**config.mk**
```make
export PLATFORM = sky130hd
export DESIGN_NAME = iod_io_decoder
export DESIGN_NICKNAME = d
export VERILOG_FILES = /design/src/inc/iod_pkg.sv /design/src/core/iod_io_decoder.sv
export SDC_FILE = /design/constraint.sdc
export NUM_CORES = 1
export LEC_CHECK = 0
export ABC_AREA = 1
export BUFFER_PORTS_ARGS = -buffer_cell sky130_fd_sc_hd__buf_2
export CORE_MARGIN = 4
export CORE_UTILIZATION = 48
export CTS_CLUSTER_DIAMETER = 50
export DETAILED_ROUTE_END_ITERATION = 8
export PLACE_DENSITY = 0.77
export SYNTH_ARGS = -nofsm -noshare
export SYNTH_HDL_FRONTEND = slang
export SYNTH_SLANG_ARGS = --single-unit
export TNS_END_PERCENT = 10
```
**constraint.sdc**
```tcl
create_clock -name clk -period 1.8 [get_ports clk]
set_input_delay 0.18 -clock clk [delete_from_list [all_inputs] [get_ports clk]]
set_output_delay 0.18 -clock clk [all_outputs]
set_load 0.03 [all_outputs]
```
**src/inc/iod_pkg.sv**
```systemverilog
/*
 * Shared constants, types and per-address field tables for the I/O
 * register space decoder.
 * Assumes one core clock; peripherals consume the register image and
 * feed status levels and flag events back on the same clock.
 */
package iod_pkg;

    // ================================================================
    // Sizes and address windows
    localparam int IOD_REG_W = 8;
    localparam int IOD_LOW_REGS = 32;
    localparam int IOD_LOW_AW = 5;
    localparam int IOD_IO_AW = 6;
    localparam logic [7:0] IOD_IO_TOP = 8'h3f;
    localparam logic [5:0] IOD_BIT_TOP = 6'h1f;
    localparam logic [7:0] IOD_DATA_OFFSET = 8'h20;
    localparam logic [7:0] IOD_DATA_TOP = 8'h5f;
    localparam logic [7:0] IOD_DATA_LOW_TOP = 8'h3f;
    localparam logic [7:0] IOD_ZERO = 8'h00;
    localparam logic [7:0] IOD_ONES = 8'hff;
    localparam logic [7:0] IOD_BIT0 = 8'h01;
    localparam logic [7:0] IOD_RESET_BYTE = 8'h00;

    // ================================================================
    // Register offsets in I/O space
    localparam logic [4:0] IOD_DIGITAL_INPUT_DISABLE = 5'h01;
    localparam logic [4:0] IOD_BAUD_DIVISOR_HIGH = 5'h02;
    localparam logic [4:0] IOD_SERIAL_FRAME_CONTROL = 5'h03;
    localparam logic [4:0] IOD_RESERVED_SLOT_4 = 5'h04;
    localparam logic [4:0] IOD_RESERVED_SLOT_5 = 5'h05;
    localparam logic [4:0] IOD_RESERVED_SLOT_6 = 5'h06;
    localparam logic [4:0] IOD_RESERVED_SLOT_7 = 5'h07;
    localparam logic [4:0] IOD_COMPARATOR_CONTROL_STATUS = 5'h08;
    localparam logic [4:0] IOD_BAUD_DIVISOR_LOW = 5'h09;
    localparam logic [4:0] IOD_SERIAL_CONTROL_B = 5'h0a;
    localparam logic [4:0] IOD_SERIAL_STATUS_A = 5'h0b;
    localparam logic [4:0] IOD_SERIAL_DATA_BUFFER = 5'h0c;
    localparam logic [4:0] IOD_UNIVERSAL_SERIAL_CONTROL = 5'h0d;
    localparam logic [4:0] IOD_UNIVERSAL_SERIAL_STATUS = 5'h0e;
    localparam logic [4:0] IOD_UNIVERSAL_SERIAL_SHIFT_DATA = 5'h0f;
    localparam logic [4:0] IOD_PORT_D_INPUT_LEVELS = 5'h10;
    localparam logic [4:0] IOD_PORT_D_DIRECTION = 5'h11;
    localparam logic [4:0] IOD_PORT_D_OUTPUT = 5'h12;
    localparam logic [4:0] IOD_SCRATCH_BYTE_0 = 5'h13;
    localparam logic [4:0] IOD_SCRATCH_BYTE_1 = 5'h14;
    localparam logic [4:0] IOD_SCRATCH_BYTE_2 = 5'h15;
    localparam logic [4:0] IOD_PORT_B_INPUT_LEVELS = 5'h16;
    localparam logic [4:0] IOD_PORT_B_DIRECTION = 5'h17;
    localparam logic [4:0] IOD_PORT_B_OUTPUT = 5'h18;
    localparam logic [4:0] IOD_PORT_A_INPUT_LEVELS = 5'h19;
    localparam logic [4:0] IOD_PORT_A_DIRECTION = 5'h1a;

    // ================================================================
    // Operations issued by the core
    typedef enum logic [2:0] {
        IOD_OP_IO_READ = 3'b000,
        IOD_OP_IO_WRITE = 3'b001,
        IOD_OP_LOAD = 3'b010,
        IOD_OP_STORE = 3'b011,
        IOD_OP_SET_BIT = 3'b100,
        IOD_OP_CLEAR_BIT = 3'b101,
        IOD_OP_SKIP_SET = 3'b110,
        IOD_OP_SKIP_CLEAR = 3'b111
    } iod_op_t;

    typedef struct packed {
        logic valid;
        iod_op_t op;
        logic [7:0] addr;
        logic [2:0] bitSel;
        logic [7:0] wdata;
    } iod_req_t;

    typedef struct packed {
        logic acOut;
        logic rxComplete;
        logic dataEmpty;
        logic frameErr;
        logic overrun;
        logic parityErr;
        logic rxBit8;
        logic usiCollision;
    } iod_stat_t;

    typedef struct packed {
        logic acEvent;
        logic txDone;
        logic usiStart;
        logic usiOverflow;
        logic usiStop;
    } iod_evt_t;

    typedef struct packed {
        logic [2:0] portA;
        logic [7:0] port_b_output;
        logic [6:0] port_d_output;
    } iod_pins_t;

    // ================================================================
    // Field tables: software-writable, write-one-to-clear, hardware-driven
    function automatic logic [7:0] iod_wr_mask(input logic [4:0] a);
        case (a)
            IOD_DIGITAL_INPUT_DISABLE: return 8'h03;
            IOD_BAUD_DIVISOR_HIGH: return 8'h0f;
            IOD_SERIAL_FRAME_CONTROL: return 8'h7f;
            IOD_COMPARATOR_CONTROL_STATUS: return 8'hcf;
            IOD_SERIAL_CONTROL_B: return 8'hfd;
            IOD_SERIAL_STATUS_A: return 8'h03;
            IOD_UNIVERSAL_SERIAL_STATUS: return 8'h0f;
            IOD_BAUD_DIVISOR_LOW, IOD_SERIAL_DATA_BUFFER,
            IOD_UNIVERSAL_SERIAL_CONTROL, IOD_UNIVERSAL_SERIAL_SHIFT_DATA,
            IOD_SCRATCH_BYTE_0, IOD_SCRATCH_BYTE_1, IOD_SCRATCH_BYTE_2,
            IOD_PORT_B_DIRECTION, IOD_PORT_B_OUTPUT: return 8'hff;
            IOD_PORT_D_DIRECTION, IOD_PORT_D_OUTPUT: return 8'h7f;
            IOD_PORT_A_DIRECTION: return 8'h07;
            default: return 8'h00;
        endcase
    endfunction

    function automatic logic [7:0] iod_w1c_mask(input logic [4:0] a);
        case (a)
            IOD_COMPARATOR_CONTROL_STATUS: return 8'h10;
            IOD_SERIAL_STATUS_A: return 8'h40;
            IOD_UNIVERSAL_SERIAL_STATUS: return 8'he0;
            default: return 8'h00;
        endcase
    endfunction

    function automatic logic [7:0] iod_ro_mask(input logic [4:0] a);
        case (a)
            IOD_COMPARATOR_CONTROL_STATUS: return 8'h20;
            IOD_SERIAL_CONTROL_B: return 8'h02;
            IOD_SERIAL_STATUS_A: return 8'hbc;
            IOD_UNIVERSAL_SERIAL_STATUS: return 8'h10;
            IOD_PORT_D_INPUT_LEVELS: return 8'h7f;
            IOD_PORT_B_INPUT_LEVELS: return 8'hff;
            IOD_PORT_A_INPUT_LEVELS: return 8'h07;
            default: return 8'h00;
        endcase
    endfunction

    function automatic logic [7:0] iod_ro_value(input logic [4:0] a,
            input iod_stat_t s, input iod_pins_t p);
        case (a)
            IOD_COMPARATOR_CONTROL_STATUS: return {2'b00, s.acOut, 5'h00};
            IOD_SERIAL_CONTROL_B: return {6'h00, s.rxBit8, 1'b0};
            IOD_SERIAL_STATUS_A: return {s.rxComplete, 1'b0, s.dataEmpty,
                s.frameErr, s.overrun, s.parityErr, 2'b00};
            IOD_UNIVERSAL_SERIAL_STATUS: return {3'h0, s.usiCollision, 4'h0};
            IOD_PORT_D_INPUT_LEVELS: return {1'b0, p.port_d_output};
            IOD_PORT_B_INPUT_LEVELS: return p.port_b_output;
            IOD_PORT_A_INPUT_LEVELS: return {5'h00, p.portA};
            default: return 8'h00;
        endcase
    endfunction

    function automatic logic [7:0] iod_set_value(input logic [4:0] a,
            input iod_evt_t e);
        case (a)
            IOD_COMPARATOR_CONTROL_STATUS: return {3'h0, e.acEvent, 4'h0};
            IOD_SERIAL_STATUS_A: return {1'b0, e.txDone, 6'h00};
            IOD_UNIVERSAL_SERIAL_STATUS:
                return {e.usiStart, e.usiOverflow, e.usiStop, 5'h00};
            default: return 8'h00;
        endcase
    endfunction

endpackage

```
**src/core/iod_io_decoder.sv**
```systemverilog
/*
 * I/O register space decoder: the low 32 I/O registers with byte,
 * single-bit and skip-test access from the core, plus the data-space
 * alias of the whole I/O space.
 * Assumes the core presents at most one request per cycle on the core
 * clock; port pins are asynchronous, peripheral status is synchronous.
 */
// Function
// - Bit set and clear only at 0x00-0x1F.
// - Skip test on one bit, low range.
// - Writing one clears a flag; zero keeps.
// - Bit operations touch only the addressed bit.
// - I/O path decodes 0x00-0x3F, one byte each.
// - Data-space path sits 0x20 above I/O.
module iod_io_decoder
    import iod_pkg::*;
(
    input wire logic clk,
    input wire logic rstn,
    input wire logic ce,
    input wire iod_req_t req,
    input wire iod_pins_t pins,
    input wire iod_stat_t stat,
    input wire iod_evt_t evt,
    output logic [IOD_REG_W-1:0] rdData_q,
    output logic rdValid_q,
    output logic skip_q,
    output logic skipValid_q,
    output logic [IOD_LOW_REGS-1:0][IOD_REG_W-1:0] regFile_q
);

    localparam int PIN_W = $bits(iod_pins_t);

    // ================================================================
    // Pin synchronisers
    logic [PIN_W-1:0] pinS1_q, pinS2_q, pinS3_q, pinF_q;
    logic [PIN_W-1:0] pinS1_d, pinS2_d, pinS3_d, pinF_d;
    iod_pins_t pinsF;

    always_comb begin
        pinS1_d = pins;
        pinS2_d = pinS1_q;
        pinS3_d = pinS2_q;
        // A level counts only once two late stages agree
        pinF_d = (pinS2_q & ~(pinS2_q ^ pinS3_q))
               | (pinF_q & (pinS2_q ^ pinS3_q));
    end

    always_ff @(posedge clk) begin
        if (!rstn) begin
            pinS1_q <= '0;
            pinS2_q <= '0;
            pinS3_q <= '0;
            pinF_q <= '0;
        end else if (ce) begin
            pinS1_q <= pinS1_d;
            pinS2_q <= pinS2_d;
            pinS3_q <= pinS3_d;
            pinF_q <= pinF_d;
        end
    end

    assign pinsF = iod_pins_t'(pinF_q);

    // ================================================================
    // Request decode
    logic inSpace, isLow, act, byteWr, bitOp, rdOp, skipOp, selBit;
    logic [IOD_IO_AW-1:0] ioAddr;
    logic [IOD_LOW_AW-1:0] lowIdx;
    logic [IOD_REG_W-1:0] wrMask, wrVal, rdByte;
    logic [IOD_REG_W-1:0] rwCur, w1cCur, roCur, setCur;

    always_comb begin
        case (req.op)
            IOD_OP_LOAD, IOD_OP_STORE: begin
                inSpace = (req.addr >= IOD_DATA_OFFSET)
                       && (req.addr <= IOD_DATA_TOP);
                ioAddr = IOD_IO_AW'(req.addr - IOD_DATA_OFFSET);
            end
            default: begin
                inSpace = req.addr <= IOD_IO_TOP;
                ioAddr = req.addr[IOD_IO_AW-1:0];
            end
        endcase
        isLow = inSpace && (ioAddr <= IOD_BIT_TOP);
        lowIdx = ioAddr[IOD_LOW_AW-1:0];
        act = ce && req.valid && inSpace;
        byteWr = act && (req.op == IOD_OP_IO_WRITE
                      || req.op == IOD_OP_STORE);
        // Bit forms are honoured only in the low half
        bitOp = act && isLow && (req.op == IOD_OP_SET_BIT
                              || req.op == IOD_OP_CLEAR_BIT);
        rdOp = act && (req.op == IOD_OP_IO_READ || req.op == IOD_OP_LOAD);
        skipOp = act && isLow && (req.op == IOD_OP_SKIP_SET
                               || req.op == IOD_OP_SKIP_CLEAR);
        // Bit forms act as a one-bit write, so neighbours are untouched
        if (bitOp) begin
            wrMask = IOD_BIT0 << req.bitSel;
            wrVal = (req.op == IOD_OP_SET_BIT) ? IOD_ONES : IOD_ZERO;
        end else if (byteWr && isLow) begin
            wrMask = IOD_ONES;
            wrVal = req.wdata;
        end else begin
            wrMask = IOD_ZERO;
            wrVal = req.wdata;
        end
        // Upper half lives elsewhere; reads zero here
        rdByte = isLow ? regFile_q[lowIdx] : IOD_ZERO;
        selBit = rdByte[req.bitSel];
        rwCur = iod_wr_mask(lowIdx);
        w1cCur = iod_w1c_mask(lowIdx);
        roCur = iod_ro_mask(lowIdx);
        setCur = iod_set_value(lowIdx, evt);
    end

    // ================================================================
    // Register array
    logic [IOD_LOW_REGS-1:0][IOD_REG_W-1:0] regFile_d;

    for (genvar i = 0; i < IOD_LOW_REGS; i++) begin : g_reg
        localparam logic [IOD_LOW_AW-1:0] IDX = IOD_LOW_AW'(i);
        localparam logic [IOD_REG_W-1:0] RW = iod_wr_mask(IDX);
        localparam logic [IOD_REG_W-1:0] W1C = iod_w1c_mask(IDX);
        localparam logic [IOD_REG_W-1:0] RO = iod_ro_mask(IDX);
        logic [IOD_REG_W-1:0] wm, v;

        always_comb begin
            wm = (lowIdx == IDX) ? wrMask : IOD_ZERO;
            v = (regFile_q[i] & ~(wm & RW)) | (wrVal & wm & RW);
            v = v & ~(wm & wrVal & W1C);
            v = (v & ~RO) | (iod_ro_value(IDX, stat, pinsF) & RO);
            // Set beats a clear arriving in the same cycle
            v = v | (iod_set_value(IDX, evt) & W1C);
            regFile_d[i] = v;
        end
    end

    always_ff @(posedge clk) begin
        if (!rstn) begin
            regFile_q <= '{default: IOD_RESET_BYTE};
        end else if (ce) begin
            regFile_q <= regFile_d;
        end
    end

    // ================================================================
    // Answers to the core
    logic [IOD_REG_W-1:0] rdData_d;
    logic rdValid_d, skip_d, skipValid_d;

    always_comb begin
        rdData_d = rdData_q;
        rdValid_d = 1'b0;
        skip_d = skip_q;
        skipValid_d = 1'b0;
        if (rdOp) begin
            rdData_d = rdByte;
            rdValid_d = 1'b1;
        end
        if (skipOp) begin
            skip_d = selBit == (req.op == IOD_OP_SKIP_SET);
            skipValid_d = 1'b1;
        end
    end

    always_ff @(posedge clk) begin
        if (!rstn) begin
            rdData_q <= IOD_ZERO;
            rdValid_q <= 1'b0;
            skip_q <= 1'b0;
            skipValid_q <= 1'b0;
        end else if (ce) begin
            rdData_q <= rdData_d;
            rdValid_q <= rdValid_d;
            skip_q <= skip_d;
            skipValid_q <= skipValid_d;
        end
    end

    // Events and clears may meet in one cycle; the event must survive
    for (genvar k = 0; k < IOD_LOW_REGS; k++) begin : g_flag_chk
        localparam logic [IOD_LOW_AW-1:0] KDX = IOD_LOW_AW'(k);
        localparam logic [IOD_REG_W-1:0] KW1C = iod_w1c_mask(KDX);
        logic [IOD_REG_W-1:0] setNow;

        assign setNow = iod_set_value(KDX, evt) & KW1C;

    end
endmodule

```
# [Word-level counts from Yosys, hierarchy flattened]
# Cells that the tools add are included.
# W data, S select, Z words.
[word_totals] elab_cells=211 in_bits=57 output_inout_bits=267 regBits=259
[classes] shifts=1 bitwise_logic=96 eq_ne=27 n_mux=32 reduce_logical=18 addsub=1 magnitude_cmp=6
[ops] cell="$and A8 B8 Y8" n=32
[ops] cell="$mux W8" n=18
[ops] cell="$not A8 Y8" n=12
[ops] cell="$or A8 B8 Y8" n=12
[ops] cell="$and A7 B7 Y7" n=6
[ops] cell="$bmux W8 S5" n=1
[ops] cell="$eq A5 B4 Y1 const B" n=8
[ops] cell="$eq A5 B5 Y1 const B" n=8
[ops] cell="$or A8 B7 Y8" n=5
[ops] cell="$and A18 B18 Y18" n=2
[ops] cell="$mux W7" n=4
[ops] cell="$not A7 Y8" n=3
[ops] cell="$not A18 Y18" n=1
[ops] cell="$or A18 B18 Y18" n=1
[ops] cell="$xor A18 B18 Y18" n=1
[ops] cell="$not A4 Y8" n=2
[ops] cell="$or A8 B2 Y8" n=2
[ops] cell="$or A8 B3 Y8" n=2
[ops] cell="$or A8 B4 Y8" n=2
[ops] cell="$or A8 B5 Y8" n=2
[ops] cell="$eq A3 B3 Y1 const B" n=4
[ops] cell="$eq A5 B2 Y1 const B" n=2
[ops] cell="$logic_and A1 B1 Y1" n=10
[ops] cell="$ge A8 B6 Y1 const B" n=1
[ops] cell="32 further kinds" n=40

# [Depth between registers and ports, before layout]
# Gate-level depths: netlist of the first run.
[depth] word_depth=15 ltp_mapped=19 mapped_depth_nobuf=17

# [Least setup slack after synthesis of the first run]
# Ideal clock, no wire load.
[synth_timing] path_type="input to register" startpoint="in req[16] (netlist name)" endpoint="reg regFile_q[74] (netlist name)" setup_ps=117 path_buffers=1 required_ps=1683 stages=12 slack_ps=68 t_arrival_ps=1615 cell_sequence="nand3b_2 a21oi_1 o21ai_0 nor2_1 nand3_1 o21ai_4 nand2_1 inv_2 buf_4 nand2_1 o21ai_1 a21oi_1"
[synth_via] elab_chain_len=12 elab_cells_between_ends=22 cone_classes="add/sub: 1; order compare: 4; mux: 6; bitwise: 4; reduce/logical: 7"
[synth_rtl] element="from (decl)" line_no="iod_io_decoder.sv:21" rtl="input wire iod_req_t req,"
[synth_rtl] element="branches (longest 11 deep; another with $sub A6 B6 Y6)"
[synth_rtl] element="$or A8 B8 Y8 (*)" line_no="iod_io_decoder.sv:129" rtl="v = (regFile_q[i] & ~(wm & RW)) | (wrVal & wm & RW);"
[synth_rtl] element="to (signal assigned)" line_no="iod_io_decoder.sv:142" rtl="regFile_q <= regFile_d;"
[synth_rtl] element="to (decl)" line_no="iod_io_decoder.sv:29" rtl="output logic [IOD_LOW_REGS-1:0][IOD_REG_W-1:0] regFile_q"
# Every way passes the cells marked *.
# A chain may end at the register's enable or synchronous reset.

# [Worst setup path after layout of the first run]
[layout_timing] startpoint="reg regFile_q[202] (netlist name)" endpoint="reg skip_q"
[layout_via] elab_chain_len=6
[layout_rtl] element="$bmux W8 S5" line_no="iod_io_decoder.sv:108" rtl="rdByte = isLow ? regFile_q[lowIdx] : IOD_ZERO;"
[layout_rtl] element="$mux W8 (not written as such)" line_no="iod_io_decoder.sv:108"
[layout_rtl] element="$mux W8" line_no="iod_io_decoder.sv:108"
[layout_rtl] element="$bmux W1 S3" line_no="iod_io_decoder.sv:109" rtl="selBit = rdByte[req.bitSel];"
[layout_rtl] element="$mux W1 (not written as such)" line_no="iod_io_decoder.sv:109"
[layout_rtl] element="$eq A1 B1 Y1" line_no="iod_io_decoder.sv:161" rtl="skip_d = selBit == (req.op == IOD_OP_SKIP_SET);"
[layout_rtl] element="to (signal assigned)" line_no="iod_io_decoder.sv:175" rtl="skip_q <= skip_d;"
[layout_rtl] element="to (decl)" line_no="iod_io_decoder.sv:27" rtl="output logic skip_q,"
# Every way passes these cells. The select of a mux whose other input is x is not followed.

==> flow_metrics.env, run 1 <==
export IMPL_cts_setup_buffers=0
export IMPL_grt_first_pass_wirelength_mm=63.1
export IMPL_power_total_mw=12.8
export IMPL_startpoint_type="register"
export IMPL_diodes=0
export IMPL_row_count=56
export IMPL_place_gp_congestion=1.01
export IMPL_setup_viol=0
export IMPL_cts_max_level=1
export IMPL_critPathArrivalTime_ns=2.17
export IMPL_slew_violations=0
export IMPL_path_class="register to register"
export IMPL_ys_seq_area_share_pct=40.3
export IMPL_track_usage_pct=29.6
export IMPL_drv_cap=0
export IMPL_drc=0
export IMPL_crit_fanout=2
export IMPL_rsz0062_at_grt="yes"
export IMPL_holdWs_ns=0.0846
export IMPL_dr_total_vias=12800
export IMPL_vias_per_cell=5.19
export IMPL_placed_cells=2377
export IMPL_max_freq_mhz=580
export IMPL_clkSinkCount=235
export IMPL_grt_overflow=0
export IMPL_slew_headroom_pct=57.6
export IMPL_syn_instance_count=1766
export IMPL_worstRegToRegCells=15
export IMPL_die_h_um=164
export IMPL_die_area_mm2=0.0269
export IMPL_syn_area_mm2=0.0117
export IMPL_wirelength_mm=41.9
export IMPL_drtAntennaViolNets=0
export IMPL_status="finished clean"
export IMPL_antenna_found_initial=0
export IMPL_yosys_warnings=0
export IMPL_cts_tree="yes"
export IMPL_rrSetupSlack_ns=0.08
export IMPL_finalCritPeriodShare_pct=95.7
export IMPL_fin_nets=2178
export IMPL_clk_pin_slew_ns=0.06
export IMPL_multi_input_area_mm2=0.00554
export IMPL_cts_buffer_depth=3
export IMPL_syn_area_per_cell_um2=6.61
export IMPL_setup_tns_ns=0
export IMPL_floorplan_initialDensity_pct=49.3
export IMPL_grt_pass1_vias=11500
export IMPL_initialDrtViolationCount=1354
export IMPL_rr_endpoint="skip_q"
export IMPL_leakagePower_nw=7.04
export IMPL_io_pin_count=324
export IMPL_num_fill_cells=2134
export IMPL_cp_required_ns=2.25
export IMPL_p_per_area_mw_per_mm2=846
export IMPL_die_x_um=164
export IMPL_grt_util_met1_pct=39.3
export IMPL_drive_gt1_share_pct=21.9
export IMPL_min_path_type="input pin to register"
export IMPL_skew_ns=0.0176
export IMPL_grt_max_degree=105
export IMPL_final_cells=2461
export IMPL_clk_latency_ns=0.55
export IMPL_portBuffers=219
export IMPL_synthDistinctLibCells=29
export IMPL_drt_pass1_iterations=8
export IMPL_endpoint="skip_q"
export IMPL_fin_crit_ns=1.72
export IMPL_wl_per_cell_um=17.0
export IMPL_grt_util_met2_pct=48.0
export IMPL_cts_root_buf="clkbuf_16"
export IMPL_worst_setup_path_startpoint="regFile_q[202]"
export IMPL_peakVddDrop_v=0.000939
export IMPL_hold_viol=0
export IMPL_place_hpwl_mm=30.9
export IMPL_ys_seq_elements=235
export IMPL_worstReg2RegStart="regFile_q[202]"
export IMPL_areaGrowthSynthToFinish_pct=29.5
export IMPL_grt_busiest_layer="met2"
export IMPL_end_kind="register"
export IMPL_core_area_mm2=0.0237
export IMPL_cts_buffers=29
export IMPL_tightestPinTransition_ns=0.631
export IMPL_met3_usage_pct=5.67
export IMPL_regArea_mm2=0.00471
-- synth_stat cells, drive strengths merged --
library cell  number  area share (%)
clkinv             1           0.032
o31ai              8            0.51
nor4               4            0.38
a21oi            177             7.6
dfxtp            235              40
nand2            399              13
conb               1           0.032
clkbuf            55             1.8
nand3             52             2.3
a31oi              1           0.054
nand3b             1           0.096
nor2             245             7.9
inv              174             5.6
a221oi             1           0.075
nand4              3            0.21
buf              138             8.5
nor3               3            0.13
o21ai            268              12
-- power breakdown --
part / switching [mW] / total [mW] / internal (mW)
registers: 0.0910 / 5.42 / 5.33
logic: 1.19 / 1.73 / 0.544
clock network: 2.28 / 5.62 / 3.34
total: 3.56 / 12.8 / 9.21
-- per-layer routing --
metal / wire length [µm] / share of wire (%)
met2: 19200 / 46
met1: 16600 / 40
met5: 0 / 0
met4: 1640 / 3.9
met3: 4410 / 11
-- critical path, cell delays in order (launching register included) --
cell	delay, ns
dfxtp_1	0.37
nand3_1	0.10
nand2_1	0.10
nor2_1	0.06
nor2_1	0.08
nand3_1	0.11
nand2_1	0.09
nand3_2	0.14
nand2_2	0.09
nand2_1	0.05
nor2_1	0.09
nand2_1	0.06
nand3_1	0.08
nand3_1	0.08
nand2_1	0.09
inv_1	0.03
-- layout make-up --
cell class                 instances  share of cell area, %
clock buffer                      43                   5.75
clock inverter                     9                  0.480
inverter                         175                   4.41
multi-input combinational       1266                   36.6
sequential                       235                   31.2
tap                              319                   2.64
timing repair buffer             414                   18.9
-- how the worst min path moves through the flow --
stage                     startpoint  cells past startpoint  slack [ns]       endpoint
final                        req[19]                      5        0.08         skip_q
after global routing         req[19]                      5         0.1         skip_q
after CTS                    req[19]                      5        0.05         skip_q
after detailed placement    pins[17]                      3        0.41    pinS1_q[17]
after global placement       stat[3]                      3        0.40  regFile_q[91]
after floorplan              pins[0]                      2        0.31     pinS1_q[0]
-- cells in the final DEF (no fill, tap or decap), types with 17 or more instances in the layout --
cell and instances:
a21oi_1 176, dlygate4sd3_1 32, nor2_1 242, inv_1 161, o21ai_0 208, nand2_1 392
conb_1 104, buf_12 17, buf_4 147, o21ai_1 59, clkbuf_16 29, buf_2 218
nand3_1 46, dfxtp_1 232
-- flip-flops by register name (all words and copies together) (netlist names) --
signal,cells
pinF_q,18
skipValid_q,1
skip_q,1
pinS3_q,18
pinS1_q,18
pinS2_q,18
regFile_q,152
rdData_q,8
rdValid_q,1
-- logic make-up after synthesis --
group	after synthesis	share of synthesized area (%)
AOI/OAI and AO/OA	455	19.8
other	1	0.0321
DFF	235	40.3
and+or+nand+nor	707	23.9
buffers and inverters	368	15.9
-- through the flow --
stage	util, %	setup WS (ns)	cell area (µm²)
floorplan	-	0.0682	12100
global placement	58.2	-0.414	13800
detailed placement	58.2	-0.409	13800
CTS	63.6	0.0582	15100
global route	63.8	-0.0929	15100
finish	63.8	0.0770	15100
-- what timing repair did --
item,CTS,global route
endpoints found under the hold margin,42,0
hold buffers,32,0
resized for setup,0,19
setup endpoints to repair,0,22
No activity file was read; power rests on OpenSTA's default activity.
==> inputs of run 2 (changes only) <==
- ABC_AREA: 1 -> default
- ABC_CLOCK_PERIOD_IN_PS: default -> 1800
==> flow_metrics.env, run 2 <==
export IMPL_clkSinkCount=235
export IMPL_grt_pass1_vias=11600
export IMPL_synth_most_common_cell="dfxtp_1"
export IMPL_finalCritPeriodShare_pct=119
export IMPL_rsz0062_at_grt="yes"
export IMPL_dr_total_vias=12000
export IMPL_vias_per_cell=5.58
export IMPL_holdWs_ns=0.0215
export IMPL_cts_buffers=30
export IMPL_row_count=57
export IMPL_path_buf_inv=0
export IMPL_grt_overflow=0
export IMPL_failed_checks="setup timing"
export IMPL_cp_required_ns=2.26
export IMPL_crit_fanout=2
export IMPL_die_x_um=165
export IMPL_grt_first_pass_wirelength_mm=67.6
export IMPL_track_usage_pct=32.1
export IMPL_place_gp_congestion=1.04
export IMPL_grt_max_degree=72
export IMPL_wirelength_mm=45.3
export IMPL_num_fill_cells=1936
export IMPL_leakagePower_nw=7.63
export IMPL_end_kind="register"
export IMPL_die_area_mm2=0.0273
export IMPL_core_area_mm2=0.0243
export IMPL_drt_pass1_iterations=6
export IMPL_synthDistinctLibCells=66
export IMPL_tightestPinTransition_ns=0.576
export IMPL_die_h_um=165
export IMPL_min_path_type="input pin to register"
export IMPL_synth_edff_count=0
export IMPL_syn_area_per_cell_um2=9.03
export IMPL_regMostFlops="regFile_q"
export IMPL_status="complete, but fails checks"
export IMPL_critPathArrivalTime_ns=2.59
export IMPL_largest_reg_flops=152
export IMPL_final_common_cell="buf_4"
export IMPL_mostFrequentLayoutCells="buf_4 (291), dfxtp_1 (228), buf_2 (216)"
export IMPL_setup_viol=3
export IMPL_p_per_area_mw_per_mm2=790
export IMPL_critPathSlowestCell="mux4_2"
export IMPL_clk_pin_slew_ns=0.06
export IMPL_ys_top_cells_by_area="dfxtp_1 (40%), mux2i_1 (9.0%), buf_4 (6.8%)"
export IMPL_multi_input_area_mm2=0.00637
export IMPL_initialDrtViolationCount=1086
export IMPL_drive_gt1_share_pct=34.5
export IMPL_portBuffers=219
export IMPL_fin_util_pct=67.6
export IMPL_cp_top_family="compound AO/OA/AOI/OAI gates"
export IMPL_drtAntennaViolNets=0
export IMPL_startpoint_type="register"
export IMPL_ys_seq_area_share_pct=39.7
export IMPL_fin_nets=1862
export IMPL_skew_ns=0.0130
export IMPL_wl_per_cell_um=21.0
export IMPL_antenna_found_initial=3
export IMPL_syn_area_mm2=0.0119
export IMPL_io_pin_count=324
export IMPL_max_freq_mhz=469
export IMPL_async_reset_ff_share_pct=0
export IMPL_floorplan_initialDensity_pct=48.7
export IMPL_yosys_warnings=0
export IMPL_syn_instance_count=1312
export IMPL_slew_violations=0
export IMPL_cts_root_buf="clkbuf_16"
export IMPL_synth_top_area_share_pct=39.7
export IMPL_fin_ws_ns=-0.333
export IMPL_place_hpwl_mm=33.4
export IMPL_slew_headroom_pct=61.5
export IMPL_clk_latency_ns=0.56
export IMPL_path_class="register to register"
export IMPL_cts_buffer_depth=3
export IMPL_drc=0
export IMPL_cts_tree="yes"
export IMPL_peakVddDrop_v=0.000703
export IMPL_ys_seq_elements=235
export IMPL_synth_area_leader_cell="dfxtp_1"
export IMPL_regArea_mm2=0.00471
export IMPL_power_total_mw=13.0
export IMPL_areaGrowthSynthToFinish_pct=38.8
export IMPL_yosys_top_cells_count="dfxtp_1 (235), nor2_1 (115), buf_4 (107), mux2i_1 (107), nor2b_1 (99)"
export IMPL_detailedPlace_worstSlack_ns=-0.709
export IMPL_ys_flop_type="dfxtp_1"
export IMPL_crit_path_max_incr_delay_ns=0.46
export IMPL_cp_cell_sequence="mux4_2 > nor2b_1 > nor3_1 > a31oi_1 > o22ai_1 > o2111a_1 > or2_1 > o311ai_2"
export IMPL_hold_viol=0
export IMPL_cts_max_level=1
export IMPL_drv_cap=0
export IMPL_fin_crit_ns=2.13
## run 2: cell count changes in the layout (fill, tap and decap cells not counted), sizes merged, moves of 25 or more
| cell | before | now |
|---|---|---|
| nor2 | 245 | 117 |
| o21ai | 268 | 100 |
| mux2i | 0 | 107 |
| a21oi | 177 | 96 |
| a21o | 0 | 25 |
| o21bai | 0 | 37 |
| buf | 382 | 524 |
| nand3 | 52 | 16 |
| o311a | 0 | 38 |
| nand2 | 399 | 81 |
| nor2b | 0 | 99 |
| inv | 175 | 14 |
## run 2: per-stage QoR
stage | cells | TNS [ns] | cell area (µm²)
finish | 2157 | -0.533 | 16400
global route | 2156 | -0.907 | 16400
CTS | 2153 | -0.511 | 16400
detailed placement | 2065 | -49.06 | 15000
global placement | 2065 | -44.57 | 15000
floorplan | 1415 | -30.42 | 12300
## run 2: kinds of logic after synthesis
| kind of cell | synth area share [%] |
|---|---|
| AND/OR/NAND/NOR | 16.0 |
| AO/OA/AOI/OAI | 20.1 |
| flip-flops | 39.7 |
| buffers and inverters | 10.4 |
| multiplexers | 13.4 |
| XOR/XNOR | 0.306 |
| other | 0.0316 |
## run 2: worst paths after layout
check | startpoint | endpoint | slack, ns | cells after the start
worst max-delay path | regFile_q[80] | skip_q | -0.33 | 8
worst max register to register | regFile_q[80] | skip_q | -0.33 | 8
worst min register to register | pinS2_q[6] | pinF_q[6] | 0.48 | 2
worst min-delay path | stat[6] | regFile_q[95] | 0.02 | 3
## run 2: repair_timing
item	CTS	global route
buffers inserted	3	0
hold buffers	30	0
hold endpoints to repair	30	0
setup endpoints to repair	5	6
resized for setup	19	7
pin swaps	10	2
## run 2: worst reg2reg max path, delay by kind of cell (launching register included)
kind	cells	cell delay (ns)
multiplexers	1	0.46
flip-flops	1	0.32
AO/OA/AOI/OAI	4	0.86
AND/OR/NAND/NOR	3	0.41
## run 2: routing by layer
layer | vias up | part of all wire (%) | global-route usage [%]
li1 | 5462 | - | -
met3 | 144 | 10 | 6.23
met1 | 5674 | 38 | 41.2
met2 | 752 | 46 | 51.5
met5 | - | 0 | 0
met4 | 0 | 5.6 | 16.7
## run 2: area by class of cell
cell class | instances | area share [%]
diodes | 4 | 0.0609
clock buffers | 40 | 5.04
clock inverters | 16 | 1.24
inverters | 7 | 0.160
multi-input cells | 977 | 38.7
flip-flops and latches | 235 | 28.7
well taps | 324 | 2.46
repair buffers | 554 | 23.6
## run 2: report_power, final
group / internal, mW / switching [mW]
combinational: 0.555 / 0.947
clock: 3.71 / 2.46
sequential: 5.27 / 0.0485
==> inputs of run 3 (changes only) <==
- CELL_PAD_IN_SITES_DETAIL_PLACEMENT: default -> 1
- CELL_PAD_IN_SITES_GLOBAL_PLACEMENT: default -> 1
- CORE_UTILIZATION: 48 -> 36
- PLACE_DENSITY: 0.77 -> default
- PLACE_DENSITY_LB_ADDON: default -> 0.1
==> flow_metrics.env, run 3 (synthesis gave the netlist of run 2 again) <==
export IMPL_critPathSlowestCell="mux4_2"
export IMPL_cp_num_cells=8
export IMPL_rr_endpoint="skip_q"
export IMPL_final_cell_area_mm2=0.0170
export IMPL_mostFrequentLayoutCells="buf_4 (286), dfxtp_1 (221), buf_2 (216)"
export IMPL_cp_cell_sequence="mux4_2 > nor2b_1 > nor3_1 > a31oi_1 > o22ai_1 > o2111a_1 > or2_1 > o311ai_2"
export IMPL_diodes=0
export IMPL_crit_path_max_incr_delay_ns=0.47
export IMPL_min_path_type="input pin to register"
export IMPL_drv_cap=0
export IMPL_drc=0
export IMPL_cts_tree="yes"
export IMPL_cts_buffers=36
export IMPL_p_per_area_mw_per_mm2=826
export IMPL_cp_top_family="compound AO/OA/AOI/OAI gates"
export IMPL_core_area_mm2=0.0325
export IMPL_grt_pass1_vias=12200
export IMPL_leakagePower_nw=7.85
export IMPL_worst_setup_path_startpoint="regFile_q[88]"
export IMPL_intPower_mw=10.4
export IMPL_die_area_mm2=0.0359
export IMPL_track_usage_pct=26.9
export IMPL_failed_checks="setup timing"
export IMPL_slew_headroom_pct=64.1
export IMPL_die_h_um=189
export IMPL_end_kind="register"
export IMPL_endpoint="skip_q"
export IMPL_vias_per_cell=5.16
export IMPL_drive_gt1_share_pct=36.1
export IMPL_swShare_pct=26.3
export IMPL_largest_reg_flops=152
export IMPL_power_share_combinational_pct=10.8
export IMPL_drt_pass1_iterations=5
export IMPL_fin_util_pct=52.4
export IMPL_hold_viol=0
export IMPL_startpoint_type="register"
export IMPL_setup_viol=2
export IMPL_grt_first_pass_wirelength_mm=74.6
export IMPL_peakVddDrop_v=0.000489
export IMPL_tightestPinTransition_ns=0.537
export IMPL_floorplan_initialDensity_pct=36.4
export IMPL_rrSetupSlack_ns=-0.43
export IMPL_skew_ns=0.0125
export IMPL_clkSinkCount=235
export IMPL_num_fill_cells=3834
export IMPL_worstRegToRegCells=8
export IMPL_wl_per_cell_um=22.0
export IMPL_regMostFlops="regFile_q"
export IMPL_placed_cell_area_mm2=0.0154
export IMPL_fin_crit_ns=2.23
export IMPL_die_x_um=189
export IMPL_antenna_found_initial=3
export IMPL_power_switching_mw=3.70
export IMPL_grt_max_degree=78
export IMPL_cts_max_level=2
export IMPL_clkPwrFrac_pct=51.4
export IMPL_drtAntennaViolNets=0
export IMPL_finalCritPeriodShare_pct=124
export IMPL_wirelength_mm=50.2
export IMPL_cp_required_ns=2.22
export IMPL_row_count=66
export IMPL_worstReg2RegStart="regFile_q[88]"
export IMPL_fin_nets=1872
export IMPL_status="complete, but fails checks"
export IMPL_io_pin_count=324
export IMPL_place_gp_congestion=0.912
export IMPL_clk_latency_ns=0.52
export IMPL_slew_violations=0
export IMPL_clk_pin_slew_ns=0.05
export IMPL_p_seq_share_pct=37.7
export IMPL_portBuffers=219
export IMPL_path_class="register to register"
export IMPL_fin_ws_ns=-0.427
export IMPL_dr_total_vias=11800
export IMPL_place_hpwl_mm=38.0
export IMPL_cts_buffer_depth=3
export IMPL_areaGrowthSynthToFinish_pct=43.9
export IMPL_final_common_cell="buf_4"
export IMPL_path_buf_inv=0
export IMPL_max_freq_mhz=449
export IMPL_cts_root_buf="clkbuf_16"
export IMPL_critPathArrivalTime_ns=2.65
export IMPL_grt_overflow=0
export IMPL_crit_fanout=2
export IMPL_rsz0062_at_grt="yes"
export IMPL_initialDrtViolationCount=695
[run 3: cell types whose count changed in the layout (fill, tap and decap cells not counted), moves of 5 or more]
cell,delta
o21ai_0,-5
dfxtp_1,-7
clkbuf_16,+8
o21ai_1,+6
buf_4,-5
buf_12,+11
[run 3: through the flow]
step	cells	power [mW]	setup WS, ns	hold WS [ns]	setup TNS, ns
final	2283	14.1	-0.427	0.0175	-0.532
after global routing	2283	14.5	-0.485	0.0208	-0.848
after CTS	2284	14.2	-0.426	0.0237	-0.721
after detailed placement	2191	6.86	-0.925	0.448	-58.18
after global placement	2191	6.85	-0.852	0.438	-53.07
after floorplan	1415	6.50	-0.334	0.334	-30.42
[run 3: repair_timing]
action                     in CTS  in global routing
hold endpoints to repair       27                  0
hold buffers                   27                  0
buffers inserted                2                  1
pin swaps                      14                 14
resized for setup              26                 27
setup endpoints to repair      12                 72
[run 3: layout make-up]
type                    instances  area (µm²)  area share (%)
well taps                     442         553            3.24
inverters                       7        26.3           0.154
multi-input cells             977        6440            37.8
flip-flops and latches        235        4730            27.7
clock inverters                20         250            1.47
clock buffers                  44         993            5.83
repair buffers                558        4050            23.8
[run 3: routing by layer]
layer,GRT usage (%),share of wire (%),vias to the layer above
met3,4.78,6.5,98
li1,-,-,5476
met5,1.10,0.15,-
met1,35.3,43,5785
met2,44.4,47,412
met4,10.0,3.6,6
[run 3: how the worst min path moves through the flow]
stage / slack (ns) / cells past startpoint / endpoint / from
after CTS: 0.02 / 3 / regFile_q[92] / stat[4]
after global routing: 0.02 / 3 / regFile_q[81] / stat[1]
after global placement: 0.44 / 3 / regFile_q[93] / stat[5]
after floorplan: 0.33 / 2 / regFile_q[119] / evt[2]
after detailed placement: 0.45 / 3 / pinS1_q[10] / pins[10]
final: 0.02 / 3 / regFile_q[90] / stat[2]
[run 3: worst register-to-register path, delay by kind of cell (launching register included)]
kind | cells | cell delay, ns
compound gates | 4 | 0.91
flops | 1 | 0.33
mux | 1 | 0.47
simple gates | 3 | 0.43
[run 3: power by group through the flow]
stage               Combinational, mW  Clock, mW  Sequential [mW]
CTS                              1.51       7.38             5.31
finish                           1.53       7.24             5.31
floorplan                        1.05          0             5.45
detailed placement               1.44          0             5.43
global placement                 1.42          0             5.42
global route                     1.63       7.60             5.31
